## config.mk

```make
export PLATFORM = sky130hd
export DESIGN_NAME = ibc_buffer_config
export DESIGN_NICKNAME = d
export VERILOG_FILES = /design/src/ibc_buffer_config.v /design/src/ibc_rec_mem.v
export VERILOG_INCLUDE_DIRS = /design/src /design/src/src
export SDC_FILE = /design/constraint.sdc
export NUM_CORES = 1
export LEC_CHECK = 0
export ABC_AREA = 1
export BUFFER_PORTS_ARGS = -buffer_cell sky130_fd_sc_hd__buf_2
export CAP_MARGIN = 30
export CORE_MARGIN = 3
export CORE_UTILIZATION = 25
export DETAILED_ROUTE_END_ITERATION = 10
export GPL_TIMING_DRIVEN = 0
export SYNTH_ARGS = -nofsm -noshare
export SYNTH_HDL_FRONTEND = slang
export SYNTH_HIERARCHICAL = 1
export SYNTH_SLANG_ARGS = --single-unit
```

## constraint.sdc

```tcl
create_clock -name clk -period 9.84 [get_ports clk]
set_input_delay 1.968 -clock clk [delete_from_list [all_inputs] [get_ports clk]]
set_output_delay 1.968 -clock clk [all_outputs]
set_load 0.005 [all_outputs]
```

## src/ibc_regs.vh

```
// Constants for the interpolation buffer configuration block.
// Assumes inclusion by bare name from every design file that needs them.
`ifndef IBC_REGS_VH
`define IBC_REGS_VH

// Object dictionary indices and sub-indices reached through the access port.
`define IBC_IDX_TIME_PERIOD 16'h60c2
`define IBC_IDX_BUF_CONFIG 16'h60c4
`define IBC_SUB_COUNT 8'h00
`define IBC_SUB_TIME_SCALE 8'h02
`define IBC_SUB_CAPACITY 8'h01
`define IBC_SUB_FILL 8'h02
`define IBC_SUB_ORGANISATION 8'h03
`define IBC_SUB_NEXT_FREE 8'h04
`define IBC_SUB_RECORD_LEN 8'h05
`define IBC_SUB_CLEAR 8'h06

// Entry counts reported at sub-index zero.
`define IBC_TIME_PERIOD_ENTRIES 32'h0000_0002
`define IBC_BUF_CONFIG_ENTRIES 32'h0000_0006

// Time-unit codes, two's complement: -3 down to -6.
`define IBC_UNIT_MS 8'hfd
`define IBC_UNIT_100US 8'hfc
`define IBC_UNIT_10US 8'hfb
`define IBC_UNIT_US 8'hfa

// Microseconds per count for each time-unit code.
`define IBC_SCALE_MS 18'h003e8
`define IBC_SCALE_100US 18'h00064
`define IBC_SCALE_10US 18'h0000a
`define IBC_SCALE_US 18'h00001

// Organisation and clear-control codes.
`define IBC_ORG_FIFO 8'h00
`define IBC_ORG_RING 8'h01
`define IBC_CLEAR_DISABLE 8'h00
`define IBC_CLEAR_ENABLE 8'h01

// Record storage geometry and reset values.
`define IBC_REC_WIDTH 32
`define IBC_MEM_DEPTH 16
`define IBC_MEM_AW 4
`define IBC_DEPTH_32 32'h0000_0010
`define IBC_RST_SCALE 8'hfd
`define IBC_RST_RECORD_LEN 8'h04
`define IBC_ZERO32 32'h0000_0000
`define IBC_ONE32 32'h0000_0001

`endif

```

## src/ibc_buffer_config.v

```verilog
// Interpolation buffer configuration and management for a servo drive.
// Assumes one clock, inputs synchronous to it, and a master that issues one
// object access at a time on the od_* port and waits for od_ack.
`timescale 1ns/1ps
`include "ibc_regs.vh"

module ibc_buffer_config (
    input wire clk,
    input wire rst,
    input wire od_wr,
    input wire od_rd,
    input wire [15:0] od_index,
    input wire [7:0] od_subindex,
    input wire [31:0] od_wdata,
    output reg od_ack,
    output reg od_abort,
    output reg [31:0] od_rdata,
    input wire rec_valid,
    input wire [`IBC_REC_WIDTH-1:0] rec_data,
    output reg rec_ready,
    output reg out_valid,
    output wire [`IBC_REC_WIDTH-1:0] out_data,
    input wire out_take,
    input wire [7:0] seg_time_value,
    output reg [17:0] seg_duration_us,
    output reg access_enabled
);

    // Configuration record held in the device.
    reg [7:0] segment_time_scale;
    reg [31:0] buffer_capacity;
    reg [31:0] buffer_fill_count;
    reg [7:0] buffer_organisation;
    reg [31:0] next_free_entry;
    reg [7:0] record_byte_length;
    reg [7:0] buffer_clear_control;
    reg [31:0] oldest_entry;

    reg [31:0] next_fill;
    reg [31:0] next_free;
    reg [31:0] next_oldest;
    reg accept;
    reg take;
    reg store;
    wire [31:0] cap_eff;
    wire is_ring;
    wire full;

    // Microseconds per count of a time-unit code; zero for a code never stored.
    function [17:0] unit_scale;
        input [7:0] code;
        begin
            case (code)
                `IBC_UNIT_MS: unit_scale = `IBC_SCALE_MS;
                `IBC_UNIT_100US: unit_scale = `IBC_SCALE_100US;
                `IBC_UNIT_10US: unit_scale = `IBC_SCALE_10US;
                `IBC_UNIT_US: unit_scale = `IBC_SCALE_US;
                default: unit_scale = 18'h00000;
            endcase
        end
    endfunction

    // Index after p, wrapping to zero at the usable capacity.
    function [31:0] wrap_inc;
        input [31:0] p;
        input [31:0] cap;
        begin
            if (p + `IBC_ONE32 >= cap) begin
                wrap_inc = `IBC_ZERO32;
            end else begin
                wrap_inc = p + `IBC_ONE32;
            end
        end
    endfunction

    // True for the only two codes that the organisation and clear entries accept.
    function bin_code_ok;
        input [7:0] code;
        begin
            bin_code_ok = (code == `IBC_ORG_FIFO) || (code == `IBC_ORG_RING);
        end
    endfunction

    // The capacity field may promise more than the storage has; the smaller wins.
    assign cap_eff = (buffer_capacity > `IBC_DEPTH_32) ? `IBC_DEPTH_32 : buffer_capacity;
    assign is_ring = (buffer_organisation == `IBC_ORG_RING);
    assign full = (buffer_fill_count >= cap_eff);

    // The head record comes from the storage read register, one edge behind the pointer.
    ibc_rec_mem u_mem (
        .clk(clk),
        .wr_en(store),
        .wr_addr(next_free_entry[`IBC_MEM_AW-1:0]),
        .wr_data(rec_data),
        .rd_addr(oldest_entry[`IBC_MEM_AW-1:0]),
        .rd_data(out_data)
    );

    // Access port decode: which writes are legal and what they carry.
    // A write that matches no legal entry leaves wr_ok low and is answered by an abort.
    reg wr_ok;
    reg wr_scale;
    reg wr_cap;
    reg wr_fill;
    reg wr_org;
    reg wr_free;
    reg wr_len;
    reg wr_clear;
    always @* begin
        wr_scale = 1'b0;
        wr_cap = 1'b0;
        wr_fill = 1'b0;
        wr_org = 1'b0;
        wr_free = 1'b0;
        wr_len = 1'b0;
        wr_clear = 1'b0;
        if (od_wr && od_index == `IBC_IDX_TIME_PERIOD && od_subindex == `IBC_SUB_TIME_SCALE) begin
            // Only the four documented unit codes are stored.
            wr_scale = (od_wdata[7:0] == `IBC_UNIT_MS) || (od_wdata[7:0] == `IBC_UNIT_100US) ||
                       (od_wdata[7:0] == `IBC_UNIT_10US) || (od_wdata[7:0] == `IBC_UNIT_US);
        end
        if (od_wr && od_index == `IBC_IDX_BUF_CONFIG) begin
            case (od_subindex)
                // Geometry changes only while access is closed, so stored
                // records never straddle a capacity or organisation change.
                `IBC_SUB_CAPACITY: wr_cap = !access_enabled;
                `IBC_SUB_FILL: wr_fill = !access_enabled && (od_wdata <= cap_eff);
                `IBC_SUB_ORGANISATION: wr_org = !access_enabled && bin_code_ok(od_wdata[7:0]);
                `IBC_SUB_NEXT_FREE: wr_free = !access_enabled && (od_wdata < cap_eff);
                `IBC_SUB_RECORD_LEN: wr_len = 1'b1;
                `IBC_SUB_CLEAR: wr_clear = bin_code_ok(od_wdata[7:0]);
                default: wr_clear = 1'b0;
            endcase
        end
        wr_ok = wr_scale | wr_cap | wr_fill | wr_org | wr_free | wr_len | wr_clear;
    end

    // Record flow: acceptance, draining, and the next pointer and count values.
    // A take and an accept in one cycle cancel in the count and move both pointers.
    always @* begin
        accept = rec_valid && rec_ready && access_enabled;
        take = out_take && out_valid && access_enabled;
        store = accept;
        next_fill = buffer_fill_count;
        next_free = next_free_entry;
        next_oldest = oldest_entry;
        if (take) begin
            next_oldest = wrap_inc(oldest_entry, cap_eff);
            next_fill = buffer_fill_count - `IBC_ONE32;
        end
        if (accept) begin
            next_free = wrap_inc(next_free_entry, cap_eff);
            if (full && !take) begin
                // Ring overwrite of the oldest record keeps the count at capacity.
                next_oldest = wrap_inc(oldest_entry, cap_eff);
            end else begin
                next_fill = next_fill + `IBC_ONE32;
            end
        end
        if (wr_clear && od_wdata[7:0] == `IBC_CLEAR_DISABLE) begin
            // Clearing discards every stored record at once.
            next_fill = `IBC_ZERO32;
            next_free = `IBC_ZERO32;
            next_oldest = `IBC_ZERO32;
        end
        if (wr_fill) begin
            next_fill = od_wdata;
        end
        if (wr_free) begin
            next_free = od_wdata;
        end
    end

    // Configuration and buffer state registers.
    always @(posedge clk or posedge rst) begin
        if (rst) begin
            segment_time_scale <= `IBC_RST_SCALE;
            buffer_capacity <= `IBC_DEPTH_32;
            buffer_fill_count <= `IBC_ZERO32;
            buffer_organisation <= `IBC_ORG_FIFO;
            next_free_entry <= `IBC_ZERO32;
            record_byte_length <= `IBC_RST_RECORD_LEN;
            buffer_clear_control <= `IBC_CLEAR_DISABLE;
            oldest_entry <= `IBC_ZERO32;
            access_enabled <= 1'b0;
        end else begin
            if (wr_scale) begin
                segment_time_scale <= od_wdata[7:0];
            end
            if (wr_cap) begin
                buffer_capacity <= od_wdata;
            end
            if (wr_org) begin
                buffer_organisation <= od_wdata[7:0];
            end
            if (wr_len) begin
                record_byte_length <= od_wdata[7:0];
            end
            if (wr_clear) begin
                buffer_clear_control <= od_wdata[7:0];
                access_enabled <= (od_wdata[7:0] == `IBC_CLEAR_ENABLE);
            end
            buffer_fill_count <= next_fill;
            next_free_entry <= next_free;
            oldest_entry <= next_oldest;
        end
    end

    // Stream handshakes are registered; ready looks one cycle ahead so a
    // FIFO never takes a record it has no room for.
    // A capacity of zero keeps ready low, since no record could ever be stored.
    always @(posedge clk or posedge rst) begin
        if (rst) begin
            rec_ready <= 1'b0;
            out_valid <= 1'b0;
        end else begin
            if (wr_clear) begin
                rec_ready <= (od_wdata[7:0] == `IBC_CLEAR_ENABLE) && (cap_eff != `IBC_ZERO32) &&
                             (is_ring || next_fill < cap_eff);
            end else begin
                rec_ready <= access_enabled && (cap_eff != `IBC_ZERO32) &&
                             (is_ring || next_fill < cap_eff) && !wr_fill && !wr_free;
            end
            // Head data lags a pointer change by one edge, so valid waits for
            // a quiet cycle; a master streaming every cycle starves the drain.
            out_valid <= access_enabled && !wr_clear && (next_fill != `IBC_ZERO32) &&
                         !accept && !take && !wr_fill && !wr_free;
        end
    end

    // Segment duration in microseconds from the time value input and the stored time unit.
    // The largest product, 255 counts of 1000 us, still fits the 18-bit output.
    always @(posedge clk or posedge rst) begin
        if (rst) begin
            seg_duration_us <= 18'h00000;
        end else begin
            seg_duration_us <= {10'h000, seg_time_value} * unit_scale(segment_time_scale);
        end
    end

    // Read multiplexer for the configuration record.
    reg [31:0] rd_value;
    reg rd_hit;
    always @* begin
        rd_value = `IBC_ZERO32;
        rd_hit = 1'b0;
        if (od_index == `IBC_IDX_TIME_PERIOD) begin
            case (od_subindex)
                `IBC_SUB_COUNT: begin
                    rd_value = `IBC_TIME_PERIOD_ENTRIES;
                    rd_hit = 1'b1;
                end
                `IBC_SUB_TIME_SCALE: begin
                    rd_value = {{24{segment_time_scale[7]}}, segment_time_scale};
                    rd_hit = 1'b1;
                end
                default: rd_hit = 1'b0;
            endcase
        end else if (od_index == `IBC_IDX_BUF_CONFIG) begin
            rd_hit = 1'b1;
            case (od_subindex)
                `IBC_SUB_COUNT: rd_value = `IBC_BUF_CONFIG_ENTRIES;
                `IBC_SUB_CAPACITY: rd_value = buffer_capacity;
                `IBC_SUB_FILL: rd_value = buffer_fill_count;
                `IBC_SUB_ORGANISATION: rd_value = {24'h000000, buffer_organisation};
                `IBC_SUB_NEXT_FREE: rd_value = next_free_entry;
                `IBC_SUB_RECORD_LEN: rd_value = {24'h000000, record_byte_length};
                `IBC_SUB_CLEAR: rd_value = {24'h000000, buffer_clear_control};
                default: rd_hit = 1'b0;
            endcase
        end
    end

    // One acknowledge per access; a refused write or unknown entry aborts.
    // Read data is kept between reads, so a master may fetch it late.
    always @(posedge clk or posedge rst) begin
        if (rst) begin
            od_ack <= 1'b0;
            od_abort <= 1'b0;
            od_rdata <= `IBC_ZERO32;
        end else begin
            od_ack <= od_wr || od_rd;
            od_abort <= (od_wr && !wr_ok) || (od_rd && !od_wr && !rd_hit);
            if (od_rd && !od_wr && rd_hit) begin
                od_rdata <= rd_value;
            end
        end
    end

endmodule

```

## src/ibc_rec_mem.v

```verilog
// Record storage for the interpolation buffer: one write port, one read port.
// Assumes a single clock; read data is registered and follows the address by one edge.
`timescale 1ns/1ps
`include "ibc_regs.vh"

module ibc_rec_mem (
    input wire clk,
    input wire wr_en,
    input wire [`IBC_MEM_AW-1:0] wr_addr,
    input wire [`IBC_REC_WIDTH-1:0] wr_data,
    input wire [`IBC_MEM_AW-1:0] rd_addr,
    output reg [`IBC_REC_WIDTH-1:0] rd_data
);

    reg [`IBC_REC_WIDTH-1:0] cells [0:`IBC_MEM_DEPTH-1];

    // Storage is not reset; validity is tracked by the fill count outside.
    always @(posedge clk) begin
        if (wr_en) begin
            cells[wr_addr] <= wr_data;
        end
        rd_data <= cells[rd_addr];
    end

endmodule

```

Word level (Yosys, flattened, before mapping)
Memories as Yosys holds them, arrays and structs flattened. A register that Yosys moved wholly into a read port is not among the register bits.
Cells that the tools add are included.
{"block": "word_totals", "output_inout_bits": 87, "mem_bits_rw": 512, "n_memories": 1, "input_bits": 102, "register_bits": 215}
{"block": "op_classes", "multipliers": 1, "n_eq_ne": 18, "mux": 40, "n_bitwise": 6, "addsub": 4, "reduce_logical": 51, "order_cmp": 7}
{"memory": "u_mem.cells", "depth": 16, "word_bits": 32, "rd": 1, "rd_ports_with_merged_regs": 1, "wr": 1, "line": "ibc_rec_mem.v:15", "text": "reg [`IBC_REC_WIDTH-1:0] cells [0:`IBC_MEM_DEPTH-1];"}
{"op": "2-to-1 mux 32 bit", "count": 17}
{"op": "case mux 32 bit (7 select lines)", "count": 1}
{"op": "adder 32 x 1 -> 32 bit (second input constant)", "count": 3}
{"op": "greater-or-equal comparator 32 bit", "count": 3}
{"op": "== test 8 bit (second input constant)", "count": 8}
{"op": "< comparator 32 bit", "count": 2}
{"op": "case mux 32 bit (2 select lines)", "count": 1}
{"op": "nonzero test 32 bit", "count": 2}
{"op": "case mux 10 bit (4 select lines)", "count": 1}
{"op": "== test 16 x 15 -> 1 bit (second input constant)", "count": 2}
{"op": "greater-than comparator 32 x 5 -> 1 bit (second input constant)", "count": 1}
{"op": "less-or-equal comparator 32 bit", "count": 1}
{"op": "subtractor 32 x 1 -> 32 bit (second input constant)", "count": 1}
{"op": "logical AND 1 bit", "count": 28}
{"op": "== test 8 x 1 -> 1 bit (second input constant)", "count": 3}
{"op": "== test 8 x 3 -> 1 bit (second input constant)", "count": 3}
{"op": "2-to-1 mux 1 bit", "count": 20}
{"op": "multiplier 8 x 18 -> 18 bit", "count": 1}
{"op": "== test 8 x 2 -> 1 bit (second input constant)", "count": 2}
{"op": "logical NOT 8 bit", "count": 2}
{"op": "logical NOT 1 bit", "count": 9}
{"op": "logical OR 1 bit", "count": 7}
{"op": "OR reduction 7 bit", "count": 1}
{"op": "OR 1 bit", "count": 6}
{"op": "other kinds (2)", "count": 2}

Longest topological paths before layout
{"block": "depth", "depth_word": 14, "ltp_mapped": 37}

Modules after synthesis
The synthesis kept the hierarchy.
{"module": "ibc_rec_mem", "cells_each": 2120, "seq_area_each_um2": 16015.4, "n_inst": 1, "area_each_um2": 22730.6}
{"module": "ibc_buffer_config", "cells_each": 2489, "seq_area_each_um2": 5391.4, "n_inst": 1, "area_each_um2": 18626.6}

Worst setup path before layout
OpenSTA, ideal clock, no wires.
{"block": "synth_timing", "kind": "input to register", "start": "input port seg_time_value[5]", "end": "register seg_duration_us[17]", "n_path_buf": 0, "t_arrival_ns": 6.238, "path_stages": 21, "path_slack_ns": 3.477, "required_time_ns": 9.714, "path_cell_list": "inv_1 > nor2_1 > nor2_1 > fa_1 > inv_1 > fa_1 > fa_1 > fa_1 > ha_1 > nand2_1 > o21ai_0 > a21oi_1 > o21bai_1 > a21oi_1 > o21bai_1 > a21oi_1 > o21bai_1 > a21oi_1 > nor2_1 > nor2_1 > xor2_1"}
{"block": "synth_between", "elab_chain_cells": 1}
{"item": "from (decl)", "line": "ibc_buffer_config.v:24", "text": "input wire [7:0] seg_time_value,"}
{"item": "multiplier 8 x 18 -> 18 bit", "line": "ibc_buffer_config.v:237", "text": "seg_duration_us <= {10'h000, seg_time_value} * unit_scale(segment_time_scale);"}
{"item": "to (signal assigned)", "line": "ibc_buffer_config.v:237"}
{"item": "to (decl)", "line": "ibc_buffer_config.v:25", "text": "output reg [17:0] seg_duration_us,"}
No other way between the ends.
A chain may end at the register's enable or synchronous reset.

Worst setup path in the final report
{"block": "layout_timing", "start": "register buffer_capacity[24]", "end": "register rec_ready"}
{"block": "layout_between", "elab_chain_cells": 14, "word_cells_on_any_way": 28, "classes_between": "order compare (5); mux (10); reduce/logical (13)"}
{"item": "from (decl)", "line": "ibc_buffer_config.v:31", "text": "reg [31:0] buffer_capacity;"}
{"item": "from (signal assigned)", "line": "ibc_buffer_config.v:178", "text": "buffer_capacity <= `IBC_DEPTH_32;"}
{"item": "from (signal assigned)", "line": "ibc_buffer_config.v:191", "text": "buffer_capacity <= od_wdata;"}
{"item": "greater-than comparator 32 x 5 -> 1 bit (no source line)"}
{"item": "2-to-1 mux 32 bit (*)", "line": "ibc_buffer_config.v:85", "text": "assign cap_eff = (buffer_capacity > `IBC_DEPTH_32) ? `IBC_DEPTH_32 : buffer_capacity;"}
{"item": "greater-or-equal comparator 32 bit", "line": "ibc_buffer_config.v:87", "text": "assign full = (buffer_fill_count >= cap_eff);"}
{"item": "logical AND 1 bit", "line": "ibc_buffer_config.v:153", "text": "if (full && !take) begin"}
{"item": "2-to-1 mux 32 bit", "line": "ibc_buffer_config.v:153"}
{"item": "2-to-1 mux 32 bit", "line": "ibc_buffer_config.v:151", "text": "if (accept) begin"}
{"item": "2-to-1 mux 32 bit", "line": "ibc_buffer_config.v:160", "text": "if (wr_clear && od_wdata[7:0] == `IBC_CLEAR_DISABLE) begin"}
{"item": "2-to-1 mux 32 bit (*)", "line": "ibc_buffer_config.v:166", "text": "if (wr_fill) begin"}
{"item": "named net next_fill[1]", "line": "ibc_buffer_config.v:39", "text": "reg [31:0] next_fill;"}
{"item": "< comparator 32 bit (*)", "line": "ibc_buffer_config.v:219, ibc_buffer_config.v:222"}
{"item": "logical OR 1 bit (*)", "line": "ibc_buffer_config.v:219, ibc_buffer_config.v:222"}
{"item": "logical AND 1 bit (3 in a row)", "line": "ibc_buffer_config.v:221", "text": "rec_ready <= access_enabled && (cap_eff != `IBC_ZERO32) &&"}
{"item": "2-to-1 mux 1 bit (*)", "line": "ibc_buffer_config.v:217", "text": "if (wr_clear) begin"}
{"item": "to (signal assigned)", "line": "ibc_buffer_config.v:218", "text": "rec_ready <= (od_wdata[7:0] == `IBC_CLEAR_ENABLE) && (cap_eff != `IBC_ZERO32) &&"}
{"item": "to (signal assigned)", "line": "ibc_buffer_config.v:221"}
{"item": "to (decl)", "line": "ibc_buffer_config.v:20", "text": "output reg rec_ready,"}
Mark *: on every way through the listed nets, which the timed path passes. The rest lies on a longest branch.

==> results by group <==
STA
  – Highest attainable clock frequency: 145 MHz
  – Worst hold-check slack: 0.491 ns
  – Pins over their slew limit: 0
  – Final count of negative-setup-slack endpoints: 0
  – Hold Fails Final Rpt: 0
  – Worst Max-Slew Pin Slew: 1.12 ns
  – Unrepaired setup endpoints after global routing: false
  – Clock period minus worst slack: 6.89 ns
  – Worst slew margin relative to its limit: 24.7%
  – Clock skew: 0.0700 ns
  – Part of the cycle the worst path needs: 70.0%

Critical path
  – Critical Path Max Stage Delay: 0.79 ns
  – WP buf/inv: 4
  – Crit end category: flop
  – Slowest library cell on the worst path: a21oi_1
  – Category of the worst setup path launch point: flop
  – Arrival time at the worst endpoint: 7.50 ns
  – Top cell by count, worst path: nand2_1
  – WS Path Type: reg2reg
  – Crit Path Max Fanout: 8
  – Top delay family on crit path: simple AND/OR/NAND/NOR gates
  – Required time of the critical path: 10.46 ns

Global route
  – Total track usage: 15.2%
  – Aggregate global routing overflow: 0
  – Via count of the first global-routing pass: 31,900
  – Number of antenna violations at the first check in global routing: 9
  – Wire length of the first global-routing pass: 196 mm
  – Pin count of the biggest net entering global routing: 111

Floorplan
  – Initial Util: 25.3%
  – Chip width: 413 um
  – Die extent in y: 413 um
  – Die outline area: 170,000 um^2
  – Area of the core: 164,000 um^2
  – Number of primary I/O pins: 189
  – Placement Rows: 148

Yosys
  – Mean area per synthesized cell: 8.97 um^2
  – Sequential fraction of the synthesis area: 51.8%
  – Area of the mapped netlist: 41,400 um^2
  – Dominant register cell in the synthesized netlist: edfxtp_1
  – Most frequently used cell type in the post-synthesis netlist: nand2_1
  – Total of flip-flops plus latches after synthesis: 759
  – Area leader, netlist: edfxtp_1
  – Count of synthesis-stage warnings from yosys: 6
  – Number of synthesized flops with an enable pin: 512
  – Post-synth cell types: 64
  – Share of flip-flops with an asynchronous set or reset: 28.3%
  – Ranking of synthesized cells by area: edfxtp_1, dfrtp_1, nand2_1
  – Share of the synthesized area in the top cell type: 37.2%
  – List of most frequent post-synthesis cells: nand2_1, inv_1, edfxtp_1
  – Syn Inst Count: 4,609

Detailed routing
  – WL per Instance: 18.0 um
  – Remaining antenna violation count: 0
  – Number of optimization iterations in the first detailed-route pass: 6
  – Vias per cell: 4.58
  – DRT Wirelength: 132 mm
  – Initial DRC count: 2,991
  – Total via count after detailed routing: 33,400
  – DR DRC count: 0

Placement
  – Cell area after placement: 46,100 um^2
  – Placer congestion estimate: 0.982
  – Count of buffers inserted at the top-level ports: 188
  – Half-perimeter wire length after detailed placement: 97.8 mm
  – Number of placed instances with taps included: 7,130

Layout
  – Total Nets Final: 5,396
  – Cell area after layout: 49,100 um^2
  – Non-filler cells, final: 7,299
  – Syn-to-layout area delta: 18.6%
  – Layout cell share with drive strength beyond 1: 10.7%

CTS
  – Clock latency of the later-clocked register in the worst-skew pair: 0.72 ns
  – Clock tree from TritonCTS: yes
  – Maximum clock insertion buffer count: 3
  – Clock Root Buffer: clkbuf_16
  – Post-CTS clock slew at the launch and capture registers of the worst setup and hold paths: 0.06 ns
  – Post-CTS Setup Inserts: 0
  – Total CTS buffers: 87
  – Post-CTS resize count: 0
  – Number of clock sinks: 759
  – Max H-tree Level: 3
  – CTS hold repair buffers: 0

Pwr
  – Int Power: 6.25 mW
  – Share of power burned in the clock network: 34.2%
  – Proportion of total power due to net switching: 35.4%
  – Cell Pwr Density: 197 nW/um^2
  – Net switching power figure: 3.43 mW
  – Worst IR drop on VDD: 0.180 mV
  – Final Power: 9.68 mW
  – Leak pwr: 22.8 nW
  – Sequential share of power: 37.6%
  – Logic gate share of total power: 28.2%

Min path
  – Type of the tightest min-delay check: reg2reg

Run
  – Max Cap Violations: 0

Outcome
  – Outcome: finished clean
power groups by stage:
stage	registers (mW)	clock network [mW]	logic, mW
2_1_floorplan	3.69	0	1.67
3_3_place_gp	3.70	0	2.68
3_5_place_dp	3.70	0	2.71
4_1_cts	3.64	3.39	2.73
5_1_grt	3.65	3.51	3.01
6_report	3.64	3.31	2.73
metrics by stage:
step	utilization (%)	TNS (ns)	worst slack, ns
final	30.0	0	2.95
after global routing	30.0	0	2.43
after CTS	30.0	0	2.85
after detailed placement	28.2	0	2.85
after global placement	27.8	-252.65	-1.25
after floorplan	-	0	2.01
logic make-up after synthesis:
family                   Yosys count  share of synthesized area [%]
AND/OR/NAND/NOR                 2067                           21.8
buffers and inverters            943                           9.34
flip-flops                       759                           51.8
AO/OA/AOI/OAI                    508                           7.04
adder cells (fa/ha/maj)          250                           8.29
XOR/XNOR                          80                           1.77
other                              1                        0.00907
multiplexers                       1                         0.0242
tightest hold or removal path: cells and delay by family (launching register included):
kind	cells	cell delay, ns
AOI/OAI and AO/OA	1	0.06
DFF	1	0.34
and+or+nand+nor	1	0.05
sequential cells by signal, indices dropped and copies added, names as in the netlist:
name	count
buffer_organisation	8
u_mem/rd_data	32
oldest_entry	32
segment_time_scale	8
record_byte_length	8
next_free_entry	32
buffer_fill_count	32
od_rdata	32
buffer_capacity	32
seg_duration_us	18
u_mem/cells	512
od_ack	1
access_enabled	1
buffer_clear_control	8
od_abort	1
rec_ready	1
out_valid	1
cell type report:
type	instances	area [um^2]
antenna	6	15.0
buffer	164	935
clock buffer	109	2330
clock inverter	54	571
fill	17100	114000
inverter	779	2930
multi-input combinational	3041	16700
sequential	759	21400
tap	2175	2720
timing repair buffer	212	1420
layer usage:
layer / share of wire [%] / track usage [%] / wire length [um] / vias to the layer above
met3: 8.3 / 3.44 / 10900 / 273
met2: 46 / 24.9 / 60800 / 1256
met4: 3.8 / 5.90 / 5060 / 0
li1: - / - / - / 15900
met1: 42 / 19.4 / 54900 / 16000
met5: 0 / 0 / 0 / -
worst paths after layout:
path | from | endpoint | slack (ns) | cells past startpoint
worst max-delay path | buffer_capacity[24]$_DFFE_PP0P_ | rec_ready$_DFF_PP0_ | 2.95 | 35
worst min-delay path | record_byte_length[7]$_DFFE_PP0P_ | record_byte_length[7]$_DFFE_PP0P_ | 0.49 | 2
worst max register to register | buffer_capacity[24]$_DFFE_PP0P_ | rec_ready$_DFF_PP0_ | 2.95 | 35
worst min register to register | record_byte_length[7]$_DFFE_PP0P_ | record_byte_length[7]$_DFFE_PP0P_ | 0.49 | 2
max in group asynchronous | rst | buffer_fill_count[23]$_DFF_PP0_ | 7.33 | 4
min in group asynchronous | rst | seg_duration_us[1]$_DFF_PP0_ | 1.29 | 2
cell usage in the layout (no fill, tap or decap), types with 33 or more instances in the layout:
cell | synthesis | final
nand3_1 | 485 | 485
buf_2 | 44 | 236
o21ai_0 | 126 | 126
fa_1 | 40 | 40
nand4_1 | 43 | 43
a31oi_1 | 34 | 34
nor2_1 | 288 | 272
nand2_1 | 1113 | 1113
conb_1 | 1 | 135
ha_1 | 210 | 210
clkbuf_1 | 63 | 79
a211oi_1 | 33 | 33
edfxtp_1 | 512 | 512
a21oi_1 | 223 | 223
xor2_1 | 68 | 68
inv_1 | 758 | 757
dfrtp_1 | 206 | 206
clkbuf_16 | 0 | 88
(Power assumes the default switching activity.)
